===== src/rtl/timer2_defines.svh =====
// Register offsets, control field positions and reset values of the reload/compare timer
`ifndef TIMER2_DEFINES_SVH
`define TIMER2_DEFINES_SVH

// Byte offsets on the register bus
`define T2_OFF_CTRL     5'h00
`define T2_OFF_STATUS   5'h04
`define T2_OFF_COUNT    5'h08
`define T2_OFF_RELOAD   5'h0c
`define T2_OFF_COMPARE  5'h10

// Control register fields
`define T2_RUN          0
`define T2_SS           1
`define T2_GATE         2
`define T2_RELEN        3
`define T2_OE           5:4
`define T2_POL          7:6
`define T2_DIV          10:8
`define T2_IE           11
`define T2_MD           12
`define T2_CT           13
`define T2_CCF          15:14

// Status register fields
`define T2_ST_OVF       0
`define T2_ST_CMP       1
`define T2_ST_HB        15:8

// Reset values
`define T2_CTRL_RST     16'h0000
`define T2_COUNT_RST    16'h0000
`define T2_RELOAD_RST   16'h0000
`define T2_COMPARE_RST  16'h0000

// Counter limits
`define T2_TOP16        16'hffff
`define T2_TOP8         16'h00ff

`endif


===== src/rtl/timer2_pkg.sv =====
// Types and mode decoding shared by the reload/compare timer files
package timer2_pkg;

	typedef enum logic [1:0] {
		MODE_TIMER16,
		MODE_COUNTER16,
		MODE_CAPTURE16,
		MODE_SPLIT
	} mode_t;

	// Mode select, counter/timer select and function field to operating mode
	function automatic mode_t decode_mode(input logic md, input logic ct, input logic [1:0] ccf);
		mode_t m;
		m = MODE_TIMER16;
		if (md)
			m = MODE_SPLIT;
		else if (ccf != 2'h0)
			m = ct ? MODE_COUNTER16 : MODE_CAPTURE16;
		return m;
	endfunction : decode_mode

endpackage : timer2_pkg


===== src/rtl/timer2_reload_compare_pwm.sv =====
// Reload/compare timer with PWM pins, gating and single shot, behind an AHB-Lite slave
`timescale 1ns/100ps
`include "timer2_defines.svh"
module timer2_reload_compare_pwm
	import timer2_pkg::*;
#(
	parameter int TWO_PINS = 1
) (
	input  wire logic        mclk,
	input  wire logic        rst_n,
	input  wire logic        hsel,
	input  wire logic [31:0] haddr,
	input  wire logic [1:0]  htrans,
	input  wire logic        hwrite,
	input  wire logic [2:0]  hsize,
	input  wire logic        hready,
	input  wire logic [31:0] hwdata,
	output logic      [31:0] hrdata,
	output logic             hreadyout,
	output logic             hresp,
	input  wire logic        prim_pin_in,
	output logic             prim_pin_out,
	output logic             prim_pin_oe,
	output logic             sec_pin_out,
	output logic             sec_pin_oe,
	output logic             timer_out_clock,
	output logic             irq_request
);

	// Register state
	logic [15:0] ctrl_q;
	logic [15:0] count_q;
	logic [15:0] count_d;
	logic [15:0] count_vis;
	logic [15:0] reload_q;
	logic [15:0] compare_q;
	logic [7:0]  hb_count_q;
	logic        ss_q;
	logic        ovf_flag_q;
	logic        cmp_flag_q;
	logic        ev_q;
	logic        toggle_q;
	logic [1:0]  oe_prev_q;
	logic [1:0]  pol_eff_q;

	// Bus state
	logic        wr_q;
	logic        rd_q;
	logic [4:0]  addr_q;
	logic [31:0] hrdata_q;
	logic        bus_hit;
	logic        wr_ctrl;
	logic        wr_status;
	logic        wr_count;
	logic        wr_reload;
	logic        wr_compare;

	// Timing and events
	mode_t       mode;
	logic        split;
	logic        pre_tick;
	logic        pin_s;
	logic        pin_d_q;
	logic        pin_edge;
	logic        gated_mode;
	logic        gate_block;
	logic        run_en;
	logic        count_tick;
	logic [15:0] top_v;
	logic [15:0] reload_eff;
	logic [15:0] compare_eff;
	logic        cmp_in_range;
	logic        ovf_ev;
	logic        cmp_ev;

	// Decoded control fields
	logic        run;
	logic        gate_en;
	logic [1:0]  oe;
	logic [1:0]  pol;
	logic [1:0]  ccf;

	assign run     = ctrl_q[`T2_RUN];
	assign gate_en = ctrl_q[`T2_GATE];
	assign oe      = ctrl_q[`T2_OE];
	assign pol     = ctrl_q[`T2_POL];
	assign ccf     = ctrl_q[`T2_CCF];

	// Operating mode from mode select, counter select and function field
	assign mode  = decode_mode(ctrl_q[`T2_MD], ctrl_q[`T2_CT], ccf);
	assign split = (mode == MODE_SPLIT);

	timer2_prescaler #(
		.SEL_W (3),
		.CNT_W (7)
	) u_prescaler (
		.mclk      (mclk),
		.rst_n     (rst_n),
		.ratio_sel (ctrl_q[`T2_DIV]),
		.tick      (pre_tick)
	);

	timer2_pin_sync #(
		.W (1)
	) u_pin_sync (
		.mclk     (mclk),
		.rst_n    (rst_n),
		.async_in (prim_pin_in),
		.sync_out (pin_s)
	);

	// Delayed copy of the synchronised pin for edge detection
	always_ff @(posedge mclk) begin
		if (!rst_n)
			pin_d_q <= 1'b0;
		else
			pin_d_q <= pin_s;
	end

	// Function field picks rising, falling or both edges
	always_comb begin
		case (ccf)
			2'h1:    pin_edge = pin_s & ~pin_d_q;
			2'h2:    pin_edge = ~pin_s & pin_d_q;
			2'h3:    pin_edge = pin_s ^ pin_d_q;
			default: pin_edge = 1'b0;
		endcase
	end

	// Primary pin becomes a gate only when its output is off
	assign gated_mode = ~oe[0] & gate_en;
	assign gate_block = gated_mode & (pin_s == pol[0]);
	assign run_en     = run | ss_q;

	// Count source: prescaled clock for the timer and split modes, pin edges for the counter; capture mode does not count
	always_comb begin
		case (mode)
			MODE_TIMER16:   count_tick = run_en & ~gate_block & pre_tick;
			MODE_SPLIT:     count_tick = run_en & ~gate_block & pre_tick;
			MODE_COUNTER16: count_tick = run_en & pin_edge;
			default:        count_tick = 1'b0;
		endcase
	end

	// Split modes run the low byte alone, so limits shrink to eight bits
	assign top_v       = split ? `T2_TOP8 : `T2_TOP16;
	assign reload_eff  = split ? {8'h00, reload_q[7:0]} : reload_q;
	assign compare_eff = split ? {8'h00, compare_q[7:0]} : compare_q;

	// A compare value below the reload point is never matched
	assign cmp_in_range = (compare_eff >= reload_eff);
	assign ovf_ev       = count_tick & (count_q == top_v);
	assign cmp_ev       = count_tick & (mode != MODE_COUNTER16) & cmp_in_range
	                      & (count_q == compare_eff);

	// Next count: software write beats overflow reload beats increment
	always_comb begin
		if (wr_count)
			count_d = hwdata[15:0];
		else if (ovf_ev)
			count_d = reload_eff;
		else if (count_tick)
			count_d = count_q + 16'h0001;
		else
			count_d = count_q;
	end

	// High byte is forced to zero in the split modes
	always_ff @(posedge mclk) begin
		if (!rst_n)
			count_q <= `T2_COUNT_RST;
		else
			count_q <= split ? {8'h00, count_d[7:0]} : count_d;
	end

	// Masked count for AST_HOLD (reads return count_q); entering split mode clears a stale high byte without a tick
	assign count_vis = split ? {8'h00, count_q[7:0]} : count_q;

	// High-byte counter of the split counter mode
	always_ff @(posedge mclk) begin
		if (!rst_n)
			hb_count_q <= 8'h00;
		else if (split && ctrl_q[`T2_CT] && run_en && pin_edge)
			hb_count_q <= hb_count_q + 8'h01;
	end

	// Reload register
	always_ff @(posedge mclk) begin
		if (!rst_n)
			reload_q <= `T2_RELOAD_RST;
		else if (wr_reload)
			reload_q <= hwdata[15:0];
	end

	// Compare register; its high byte captures the low count in split capture mode
	always_ff @(posedge mclk) begin
		if (!rst_n)
			compare_q <= `T2_COMPARE_RST;
		else if (wr_compare)
			compare_q <= hwdata[15:0];
		else if (split && !ctrl_q[`T2_CT] && run_en && pin_edge)
			compare_q[15:8] <= count_q[7:0];
	end

	// Control register; the single-shot bit lives in its own flop
	always_ff @(posedge mclk) begin
		if (!rst_n)
			ctrl_q <= `T2_CTRL_RST;
		else if (wr_ctrl)
			ctrl_q <= hwdata[15:0];
	end

	// Single shot: a software set wins over the clear at overflow
	always_ff @(posedge mclk) begin
		if (!rst_n)
			ss_q <= 1'b0;
		else if (wr_ctrl && hwdata[`T2_SS])
			ss_q <= 1'b1;
		else if (ovf_ev)
			ss_q <= 1'b0;
	end

	// Sticky flags: hardware set wins over a software clear
	always_ff @(posedge mclk) begin
		if (!rst_n) begin
			ovf_flag_q <= 1'b0;
			cmp_flag_q <= 1'b0;
		end else begin
			ovf_flag_q <= ovf_ev | (wr_status ? hwdata[`T2_ST_OVF] : ovf_flag_q);
			cmp_flag_q <= cmp_ev | (wr_status ? hwdata[`T2_ST_CMP] : cmp_flag_q);
		end
	end

	// Output clock toggles two cycles after an event; a coincident pair is one event
	always_ff @(posedge mclk) begin
		if (!rst_n) begin
			ev_q     <= 1'b0;
			toggle_q <= 1'b0;
		end else begin
			ev_q     <= ovf_ev | cmp_ev;
			toggle_q <= toggle_q ^ ev_q;
		end
	end

	// Polarity is latched only on an enable rising edge so a running pin never glitches
	always_ff @(posedge mclk) begin
		if (!rst_n) begin
			oe_prev_q <= 2'h0;
			pol_eff_q <= 2'h0;
		end else begin
			oe_prev_q <= oe;
			for (int n = 0; n < 2; n++) begin
				if (oe[n] && !oe_prev_q[n])
					pol_eff_q[n] <= pol[n];
			end
		end
	end

	// Pin drive; the secondary pin does not exist in one-pin builds
	assign prim_pin_oe     = oe[0];
	assign prim_pin_out    = toggle_q ^ pol_eff_q[0];
	assign sec_pin_oe      = (TWO_PINS != 0) & oe[1];
	assign sec_pin_out     = (TWO_PINS != 0) & (toggle_q ^ pol_eff_q[1]);
	assign timer_out_clock = toggle_q;
	assign irq_request     = ctrl_q[`T2_IE] & (ovf_flag_q | cmp_flag_q);

	// Address phase capture; reads take one wait state so a write just before is seen
	assign bus_hit = hsel & htrans[1] & hready;
	always_ff @(posedge mclk) begin
		if (!rst_n) begin
			wr_q   <= 1'b0;
			rd_q   <= 1'b0;
			addr_q <= 5'h00;
		end else begin
			wr_q <= bus_hit & hwrite;
			rd_q <= bus_hit & ~hwrite;
			if (bus_hit)
				addr_q <= haddr[4:0];
		end
	end

	// Write strobes in the data phase; unmapped writes are dropped
	assign wr_ctrl    = wr_q & (addr_q == `T2_OFF_CTRL);
	assign wr_status  = wr_q & (addr_q == `T2_OFF_STATUS);
	assign wr_count   = wr_q & (addr_q == `T2_OFF_COUNT);
	assign wr_reload  = wr_q & (addr_q == `T2_OFF_RELOAD);
	assign wr_compare = wr_q & (addr_q == `T2_OFF_COMPARE);

	// Read data captured during the wait cycle; unmapped reads give zero
	always_ff @(posedge mclk) begin
		if (!rst_n)
			hrdata_q <= 32'h0000_0000;
		else if (rd_q) begin
			case (addr_q)
				`T2_OFF_CTRL:    hrdata_q <= {16'h0000, ctrl_q[15:2], ss_q, ctrl_q[0]};
				`T2_OFF_STATUS:  hrdata_q <= {16'h0000, hb_count_q, 6'h00, cmp_flag_q, ovf_flag_q};
				`T2_OFF_COUNT:   hrdata_q <= {16'h0000, count_q};
				`T2_OFF_RELOAD:  hrdata_q <= {16'h0000, reload_q};
				`T2_OFF_COMPARE: hrdata_q <= {16'h0000, compare_q};
				default:         hrdata_q <= 32'h0000_0000;
			endcase
		end
	end

	assign hrdata    = hrdata_q;
	assign hreadyout = ~rd_q;
	assign hresp     = 1'b0;
endmodule : timer2_reload_compare_pwm


===== src/rtl/timer2_pin_sync.sv =====
// Two-flop synchroniser for pin levels entering the timer clock domain
`timescale 1ns/100ps
module timer2_pin_sync #(
	parameter int W = 1
) (
	input  wire logic         mclk,
	input  wire logic         rst_n,
	input  wire logic [W-1:0] async_in,
	output logic      [W-1:0] sync_out
);

	logic [W-1:0] meta_q;

	// First stage feeds only the second stage
	always_ff @(posedge mclk) begin
		if (!rst_n) begin
			meta_q   <= '0;
			sync_out <= '0;
		end else begin
			meta_q   <= async_in;
			sync_out <= meta_q;
		end
	end

endmodule : timer2_pin_sync


===== src/rtl/timer2_prescaler.sv =====
// Free-running prescaler giving one tick every 2^sel system clocks
`timescale 1ns/100ps
module timer2_prescaler #(
	parameter int SEL_W = 3,
	parameter int CNT_W = 7
) (
	input  wire logic             mclk,
	input  wire logic             rst_n,
	input  wire logic [SEL_W-1:0] ratio_sel,
	output logic                  tick
);

	logic [CNT_W-1:0] cnt_q;
	logic [CNT_W-1:0] mask;

	// Runs freely so a ratio change takes effect within one period
	always_ff @(posedge mclk) begin
		if (!rst_n)
			cnt_q <= '0;
		else
			cnt_q <= cnt_q + {{(CNT_W-1){1'b0}}, 1'b1};
	end

	// Low bits all zero marks the divided clock edge
	always_comb begin
		mask = CNT_W'((32'h1 << ratio_sel) - 32'h1);
		tick = ((cnt_q & mask) == '0);
	end

endmodule : timer2_prescaler


===== config.mk =====
export PLATFORM = sky130hd
export DESIGN_NAME = timer2_reload_compare_pwm
export DESIGN_NICKNAME = d
export VERILOG_FILES = /design/src/rtl/timer2_pkg.sv /design/src/rtl/timer2_reload_compare_pwm.sv /design/src/rtl/timer2_pin_sync.sv /design/src/rtl/timer2_prescaler.sv
export VERILOG_INCLUDE_DIRS = /design/src /design/src/rtl
export SDC_FILE = /design/constraint.sdc
export NUM_CORES = 1
export LEC_CHECK = 0
export BUFFER_PORTS_ARGS = -buffer_cell sky130_fd_sc_hd__buf_2
export CAP_MARGIN = 5
export CORE_MARGIN = 2
export CORE_UTILIZATION = 38
export DETAILED_ROUTE_END_ITERATION = 12
export PLACE_DENSITY_LB_ADDON = 0.25
export SYNTH_ARGS = -nofsm -noshare
export SYNTH_HDL_FRONTEND = slang
export SYNTH_SLANG_ARGS = --single-unit

===== constraint.sdc =====
create_clock -name mclk -period 5.1 [get_ports mclk]
set_input_delay 1.53 -clock mclk [delete_from_list [all_inputs] [get_ports mclk]]
set_output_delay 1.53 -clock mclk [all_outputs]
set_load 0.005 [all_outputs]

==> results of run 1 <==
## placed cells by master, fill, tap and decap left out, types with 19 or more instances in the layout
master	n
a21oi_1	39
o21ai_0	23
xnor2_1	25
nor2b_1	38
and2_1	19
nand3_1	36
dfxtp_1	113
nand2_1	134
a21boi_0	40
nand4_1	21
nor2_1	36
inv_1	22
ha_1	25
buf_2	50
## registers in the layout, indices dropped and copies added, names as in the netlist, 2 cells and up
signal / flops
addr_q: 5
compare_q: 16
count_q: 16
ctrl_q: 15
hb_count_q: 8
hrdata: 16
oe_prev_q: 2
pol_eff_q: 2
reload_q: 16
u_prescaler.cnt_q: 7
## cells by family (layout without fill, tap and decap cells)
family,Yosys count,count (layout),share of synthesized area
buffers and inverters,103,114,0.0784
AOI/OAI and AO/OA,175,175,0.184
muxes,27,27,0.0421
adders and majority gates,25,25,0.0466
DFF,113,113,0.337
xor gates and xnor gates,37,37,0.0483
other,1,17,0.000558
and+or+nand+nor,343,343,0.264
## critical path: stages (launching register included)
cell and delay, ns:
dfxtp_1 1.00, or2_2 0.28, ha_1 0.23, a2111oi_0 0.38, nand4_1 0.17, o21a_1 0.53
nor4b_1 0.43, o31ai_1 0.09
## routing by layer
metal  vias to the layer above  track usage
met3                        25       0.0389
met2                       185        0.329
met4                         0       0.0745
met5                         -            0
li1                       2881            -
met1                      2772        0.293
## cell type report
class                      count  area [sq um]
timing repair buffer          59           330
clock buffer                  18           429
multi-input combinational    624          3990
sequential                   113          2260
fill                        1770          9810
clock inverter                14           110
tap                          225           282
inverter                      23          86.3
## where the power goes
group / switching [mW] / internal (mW)
logic: 0.0610 / 0.0386
registers: 0.0106 / 0.890
clock network: 0.470 / 0.625
total: 0.542 / 1.55
## per-stage QoR
| step | total power, mW | std cells | area (sq um) | setup WS [ns] |
|---|---|---|---|---|
| finish | 2.10 | 1076 | 7490 | 1.87 |
| global route | 2.16 | 1076 | 7490 | 1.55 |
| CTS | 2.12 | 1076 | 7490 | 1.88 |
| detailed placement | 1.02 | 1044 | 6950 | 1.88 |
| global placement | 1.02 | 1044 | 6950 | 1.89 |
| floorplan | 0.988 | 840 | 6780 | 2.48 |
## worst max-delay path by stage
stage                                    to  slack [ns]  depth (start not counted)
floorplan           count_q[4]$_SDFFE_PN0P_        2.48                         10
finish              count_q[4]$_SDFFE_PN0P_        1.87                          7
CTS                 count_q[4]$_SDFFE_PN0P_        1.88                          7
global route        count_q[4]$_SDFFE_PN0P_        1.55                          7
global placement    count_q[4]$_SDFFE_PN0P_        1.89                          7
detailed placement  count_q[4]$_SDFFE_PN0P_        1.88                          7
==> results.toml, run 1 <==
[route]
highest_layer = "met4"
drc = 0
wl_met2_mm = 8.69
drt_iter0_drc = 680
wirelength_met1_mm = 8.97
dr.pass1.iters = 5
wl_met3_um = 933
vias = 5863
wl_per_cell_um = 17.6
ant_nets = 0
viasPerCell = 5.45
wirelength_mm = 19.0

[yosys]
synthArstFlopShare = 0
avgSynthCellArea_sq_um = 8.15
ys_types = 74
yosys_warnings = 0
synth.most_common_cell = "nand2_1"
synth_area_sq_mm = 0.00672
synth_area_leaders = "dfxtp_1, nand2_1, ha_1, a21boi_0, nor2b_1"
synth-seq-area-share = 0.337
syn_inst = 824
ys.flop_type = "dfxtp_1"
synth-seq-cells = 113
synth_top_area_cell = "dfxtp_1"
synth_edf_count = 0
synth_top_area_share = 0.337
synthTopCellsByCount = "nand2_1, dfxtp_1, a21boi_0"

[sta]
rsz0062_at_grt = "no"
final_hold_viol_count = 0
tightest_slew_ns = 1.12
fin_crit_sh = 0.633
timing.fmax_ghz = 0.310
hold_ws_ns = 0.437
finalCriticalPeriod_ns = 3.23
setup_viol = 0
fin_skew_ns = 0.0120
drv_slew = 0
fin_setup_tns_ns = 0
slew_headroom = 0.251

[floorplan]
dieArea_sq_mm = 0.0188
initial_core_util = 0.388
die_h_um = 137
rows = 48
design.core.area_sq_mm = 0.0173
pin_count = 115
die_x_um = 137

[job]
max_cap_viol_count = 0

[place]
dp_hpwl_mm = 13.4
io_buffers = 50
gp_congestion = 0.914

[clock_network]
clockBufferDepth = 2
htreeDepth = 4
cts_tree = "yes"
cts_inserted_buffers = 17
cts_repair_resize_count = 0
path_clk_slew_ns = 0.07
clk_latency_ns = 0.43
clock_sinks = 113
postCtsSetupBuffers = 0
cts_hold_buf = 0
root_buffer = "clkbuf_16"

[grt]
grt_overflow = 0
grt_pass1_wl_mm = 30.2
grt_usage = 0.212
antenna_found_initial = 0
grt_max_degree = 82
grt_pass1_vias = 5464

[setup_path]
critPathRequiredTime_ns = 5.41
endpoint_kind = "flop"
reg2reg_from = "ctrl_q[12]$_SDFFE_PN0P_"
worstSetupPathType = "reg2reg"
crit_path_start_kind = "flop"
r2r-end = "count_q[4]$_SDFFE_PN0P_"
worstRegToRegCells = 7
crit_start = "ctrl_q[12]$_SDFFE_PN0P_"
cp_max_fo = 33
cp.arrival_ns = 3.54
reg2reg_slack_ns = 1.87

[worst_hold_path]
min_to = "u_pin_sync.sync_out$_SDFF_PN0_"
hold-path-cell-count = 1
min_from = "u_pin_sync.meta_q$_SDFF_PN0_"
hp-class = "reg2reg"

[layout]
syn_to_final_growth_pct = 11.5
drive_gt1_frac = 0.139
antenna_cells = 0
utilization = 0.433
final_nets = 938

[outcome]
status = "finished clean"

[power_and_ir_drop]
powerDensity_mw_per_mm2 = 280
peakVddDrop_mv = 0.247
leakagePower_nw = 2.89
No activity file was read; power rests on OpenSTA's default activity.
==> run 2: changes to the inputs <==
==> constraint.sdc (replaced) <==
create_clock -name mclk -period 2.8 [get_ports mclk]
set_input_delay 0.84 -clock mclk [delete_from_list [all_inputs] [get_ports mclk]]
set_output_delay 0.84 -clock mclk [all_outputs]
set_load 0.005 [all_outputs]
==> results.toml, run 2 (synthesis results as in run 1) <==
[sta]
rsz0062_at_grt = "no"
drv_slew = 0
tightest_slew_ns = 1.04
fin_setup_tns_ns = 0
final_hold_viol_count = 0
finalCriticalPeriod_ns = 2.66
setup_viol = 0
slew_headroom = 0.304
setup_ws_ns = 0.144
timing.fmax_ghz = 0.376
fin_skew_ns = 0.0108
fin_crit_sh = 0.949

[setup_path]
cp_max_fo = 18
worstRegToRegCells = 10
cp.arrival_ns = 3.02
endpoint_kind = "flop"
critPathRequiredTime_ns = 3.16
crit_path_start_kind = "flop"
worstSetupPathType = "reg2reg"

[layout]
drive_gt1_frac = 0.166
final_nets = 963
antenna_cells = 0
design_area_sq_mm = 0.00776
final_common_cell = "nand2_1"
final_cell_mix = "nand2_1, dfxtp_1, buf_2, a21boi_0, a21oi_1"
utilization = 0.449
syn_to_final_growth_pct = 15.6

[route]
drt_iter0_drc = 530
ant_nets = 0
viasPerCell = 5.41
drc = 0
highest_layer = "met4"
wirelength_met1_mm = 8.92
wl_met2_mm = 8.56
wl_per_cell_um = 17.4
vias = 5944
wl_met3_mm = 1.18
wirelength_mm = 19.1
dr.pass1.iters = 8

[place]
dp_hpwl_mm = 13.7
io_buffers = 50
gp_congestion = 0.918
post-place-ws_ns = 0.0553
placed_area_sq_mm = 0.00716

[clock_network]
clk_latency_ns = 0.42
cts_hold_buf = 0
cts_tree = "yes"
clock_sinks = 113
cts_inserted_buffers = 17
clockBufferDepth = 2
path_clk_slew_ns = 0.05
htreeDepth = 4
root_buffer = "clkbuf_16"

[grt]
grt_overflow = 0
grt_usage = 0.209
grt_max_degree = 85
antenna_found_initial = 0
grt_pass1_vias = 5485
grt_pass1_wl_mm = 29.8

[outcome]
status = "finished clean"

[power_and_ir_drop]
pwr-share-seq = 0.421
powerDensity_mw_per_mm2 = 502
peakVddDrop_mv = 0.433
p_sw_mw = 0.876
intPower_mw = 3.02
p_sw_frac = 0.225
leakagePower_nw = 3.05
combPwrFrac = 0.051
total_power_mw = 3.90
p_clk_frac = 0.528

[job]
max_cap_viol_count = 0

[worst_hold_path]
hold-path-cell-count = 1
hp-class = "reg2reg"

[floorplan]
rows = 48
design.core.area_sq_mm = 0.0173
dieArea_sq_mm = 0.0188
die_x_um = 137
pin_count = 115
die_h_um = 137
initial_core_util = 0.388
-- run 2: final cells by class --
cell class	count	area, sq um
Fill cell	1751	9530
Multi-Input combinational cell	624	4040
Sequential cell	113	2260
Timing Repair Buffer	84	543
Clock buffer	24	502
Tap cell	225	282
Inverter	23	86.3
Clock inverter	6	55.1
-- run 2: critical path, stage by stage, from the launching register on --
cell and delay, ns:
dfxtp_1 0.30, or2_2 0.30, nor2b_1 0.13, or2_2 0.32, ha_4 0.24, a2111oi_4 0.31, nand4_1 0.18, o21a_1 0.23
buf_12 0.16, or3_1 0.36, nand3_1 0.07
-- run 2: worst paths after layout --
| path | start | to | slack (ns) |
|---|---|---|---|
| hold / removal | u_pin_sync.meta_q$_SDFF_PN0_ | u_pin_sync.sync_out$_SDFF_PN0_ | 0.44 |
| setup reg to reg | ctrl_q[15]$_SDFFE_PN0P_ | count_q[6]$_SDFFE_PN0P_ | 0.14 |
| setup / recovery | ctrl_q[15]$_SDFFE_PN0P_ | count_q[6]$_SDFFE_PN0P_ | 0.14 |
| hold reg to reg | u_pin_sync.meta_q$_SDFF_PN0_ | u_pin_sync.sync_out$_SDFF_PN0_ | 0.44 |
-- run 2: what timing repair did --
item                       4_1_cts  5_1_grt
gates resized for setup          0        7
setup buffers                    0        0
setup endpoints to repair        0       20
-- run 2: power by group through the flow --
stage	registers [mW]	clock network, mW	logic [mW]
3_5_place_dp	1.67	0	0.193
6_report	1.64	2.06	0.199
5_1_grt	1.64	2.17	0.215
4_1_cts	1.64	2.09	0.194
2_1_floorplan	1.67	0	0.132
3_3_place_gp	1.67	0	0.193
-- run 2: layer usage --
layer	GRT usage	vias to the layer above
met2	0.324	201
li1	-	2931
met5	0	-
met4	0.0739	0
met3	0.0493	34
met1	0.284	2778
-- run 2: stage by stage --
| step | hold slack [ns] | cells |
|---|---|---|
| finish | 0.436 | 1099 |
| global route | 0.458 | 1099 |
| CTS | 0.438 | 1099 |
| detailed placement | 0.426 | 1069 |
| global placement | 0.421 | 1069 |
| floorplan | 0.412 | 840 |
==> run 3: changes to the inputs <==
==> constraint.sdc (replaced) <==
create_clock -name mclk -period 2.13 [get_ports mclk]
set_input_delay 0.639 -clock mclk [delete_from_list [all_inputs] [get_ports mclk]]
set_output_delay 0.639 -clock mclk [all_outputs]
set_load 0.005 [all_outputs]
==> results.toml, run 3 (synthesis results as in run 1) <==
[outcome]
status = "finished, violations left"
violations = "setup timing"

[floorplan]
die_h_um = 137
dieArea_sq_mm = 0.0188
rows = 48
pin_count = 115
die_x_um = 137
initial_core_util = 0.388
design.core.area_sq_mm = 0.0173

[route]
ant_nets = 0
viasPerCell = 5.42
drt_iter0_drc = 551
wl_per_cell_um = 17.6
vias = 6167
drc = 0
dr.pass1.iters = 5
wirelength_mm = 20.0

[place]
gp_congestion = 0.928
dp_hpwl_mm = 14.5
post-place-ws_ns = -0.277
dp.cells = 1105
io_buffers = 50

[sta]
fin_crit_sh = 1.13
slew_headroom = 0.269
timing.fmax_ghz = 0.414
fin_setup_tns_ns = -4.26
rsz0062_at_grt = "yes"
finalCriticalPeriod_ns = 2.42
fin_skew_ns = 0.00810
setup_ws_ns = -0.286
final_hold_viol_count = 0
tightest_slew_ns = 1.09
drv_slew = 0
setup_viol = 20

[clock_network]
cts_inserted_buffers = 17
path_clk_slew_ns = 0.06
clock_sinks = 113
cts_tree = "yes"
clockBufferDepth = 2
cts_hold_buf = 0
htreeDepth = 4
clk_latency_ns = 0.43
postCtsSetupBuffers = 0
root_buffer = "clkbuf_16"

[layout]
stdcell_count = 1137
fillerInstances = 1786
multiInputGateArea_sq_mm = 0.00406
antenna_cells = 0
final_cell_mix = "nand2_1, dfxtp_1, buf_4, buf_2"
drive_gt1_frac = 0.209
syn_to_final_growth_pct = 21.4
final_nets = 999
final_common_cell = "nand2_1"
ff_latch_area_sq_mm = 0.00227

[power_and_ir_drop]
total_power_mw = 5.54
peakVddDrop_mv = 0.565
powerDensity_mw_per_mm2 = 679
leakagePower_nw = 3.26

[job]
max_cap_viol_count = 0

[grt]
grt_pass1_vias = 5751
grt_overflow = 0
grt_max_degree = 72
grt_usage = 0.222
antenna_found_initial = 0
grt_pass1_wl_mm = 31.5

[setup_path]
reg2reg_slack_ns = -0.29
cp_max_fo = 20
cp.arrival_ns = 2.71
worstRegToRegCells = 10
crit_path_start_kind = "flop"
endpoint_kind = "flop"
worstSetupPathType = "reg2reg"
critPathRequiredTime_ns = 2.42

[worst_hold_path]
hp-class = "in2reg"
hold-path-cell-count = 2
run 3: layout make-up:
type	count	share of cell area
multi-input combinational	624	0.498
sequential	113	0.278
timing repair buffer	120	0.0998
clock buffer	18	0.0539
tap	225	0.0345
clock inverter	14	0.0249
inverter	23	0.0106
run 3: report_power, final:
group	total (mW)	internal, mW	switching [mW]
registers	2.15	2.13	0.0179
logic	0.277	0.110	0.167
clock network	3.11	2.01	1.10
run 3: path summary, 6_finish.rpt:
kind / endpoint / startpoint
worst max-delay path: count_q[14]$_SDFFE_PP0P_ / ctrl_q[14]$_SDFFE_PN0P_
worst min-delay path: rd_q$_SDFF_PN0_ / hwrite
worst max register to register: count_q[14]$_SDFFE_PP0P_ / ctrl_q[14]$_SDFFE_PN0P_
worst min register to register: u_pin_sync.sync_out$_SDFF_PN0_ / u_pin_sync.meta_q$_SDFF_PN0_
run 3: routing by layer:
metal	share of wire	GRT usage	vias to the layer above
met5	0	0	-
li1	-	-	3004
met3	0.065	0.0556	40
met1	0.45	0.296	2903
met2	0.45	0.339	220
met4	0.030	0.0951	0
run 3: stage by stage:
stage	area (sq um)	hold WS, ns	utilization
after floorplan	6850	0.412	-
after global placement	7480	0.418	0.433
after detailed placement	7480	0.419	0.433
after CTS	8130	0.375	0.470
after global routing	8150	0.378	0.471
final	8150	0.390	0.471
run 3: repair_timing:
item	CTS	global route
resized for setup	2	3
setup endpoints to repair	20	24
pin swaps	1	7
run 3: critical path, stage by stage, from the launching register on:
cell and delay (ns):
dfxtp_2 0.32, or2_4 0.25, nor2b_4 0.13, or2_4 0.28, ha_4 0.25, a2111oi_4 0.18
nand4_1 0.15, o21a_1 0.22, buf_12 0.16, a32oi_2 0.19, o221ai_1 0.15
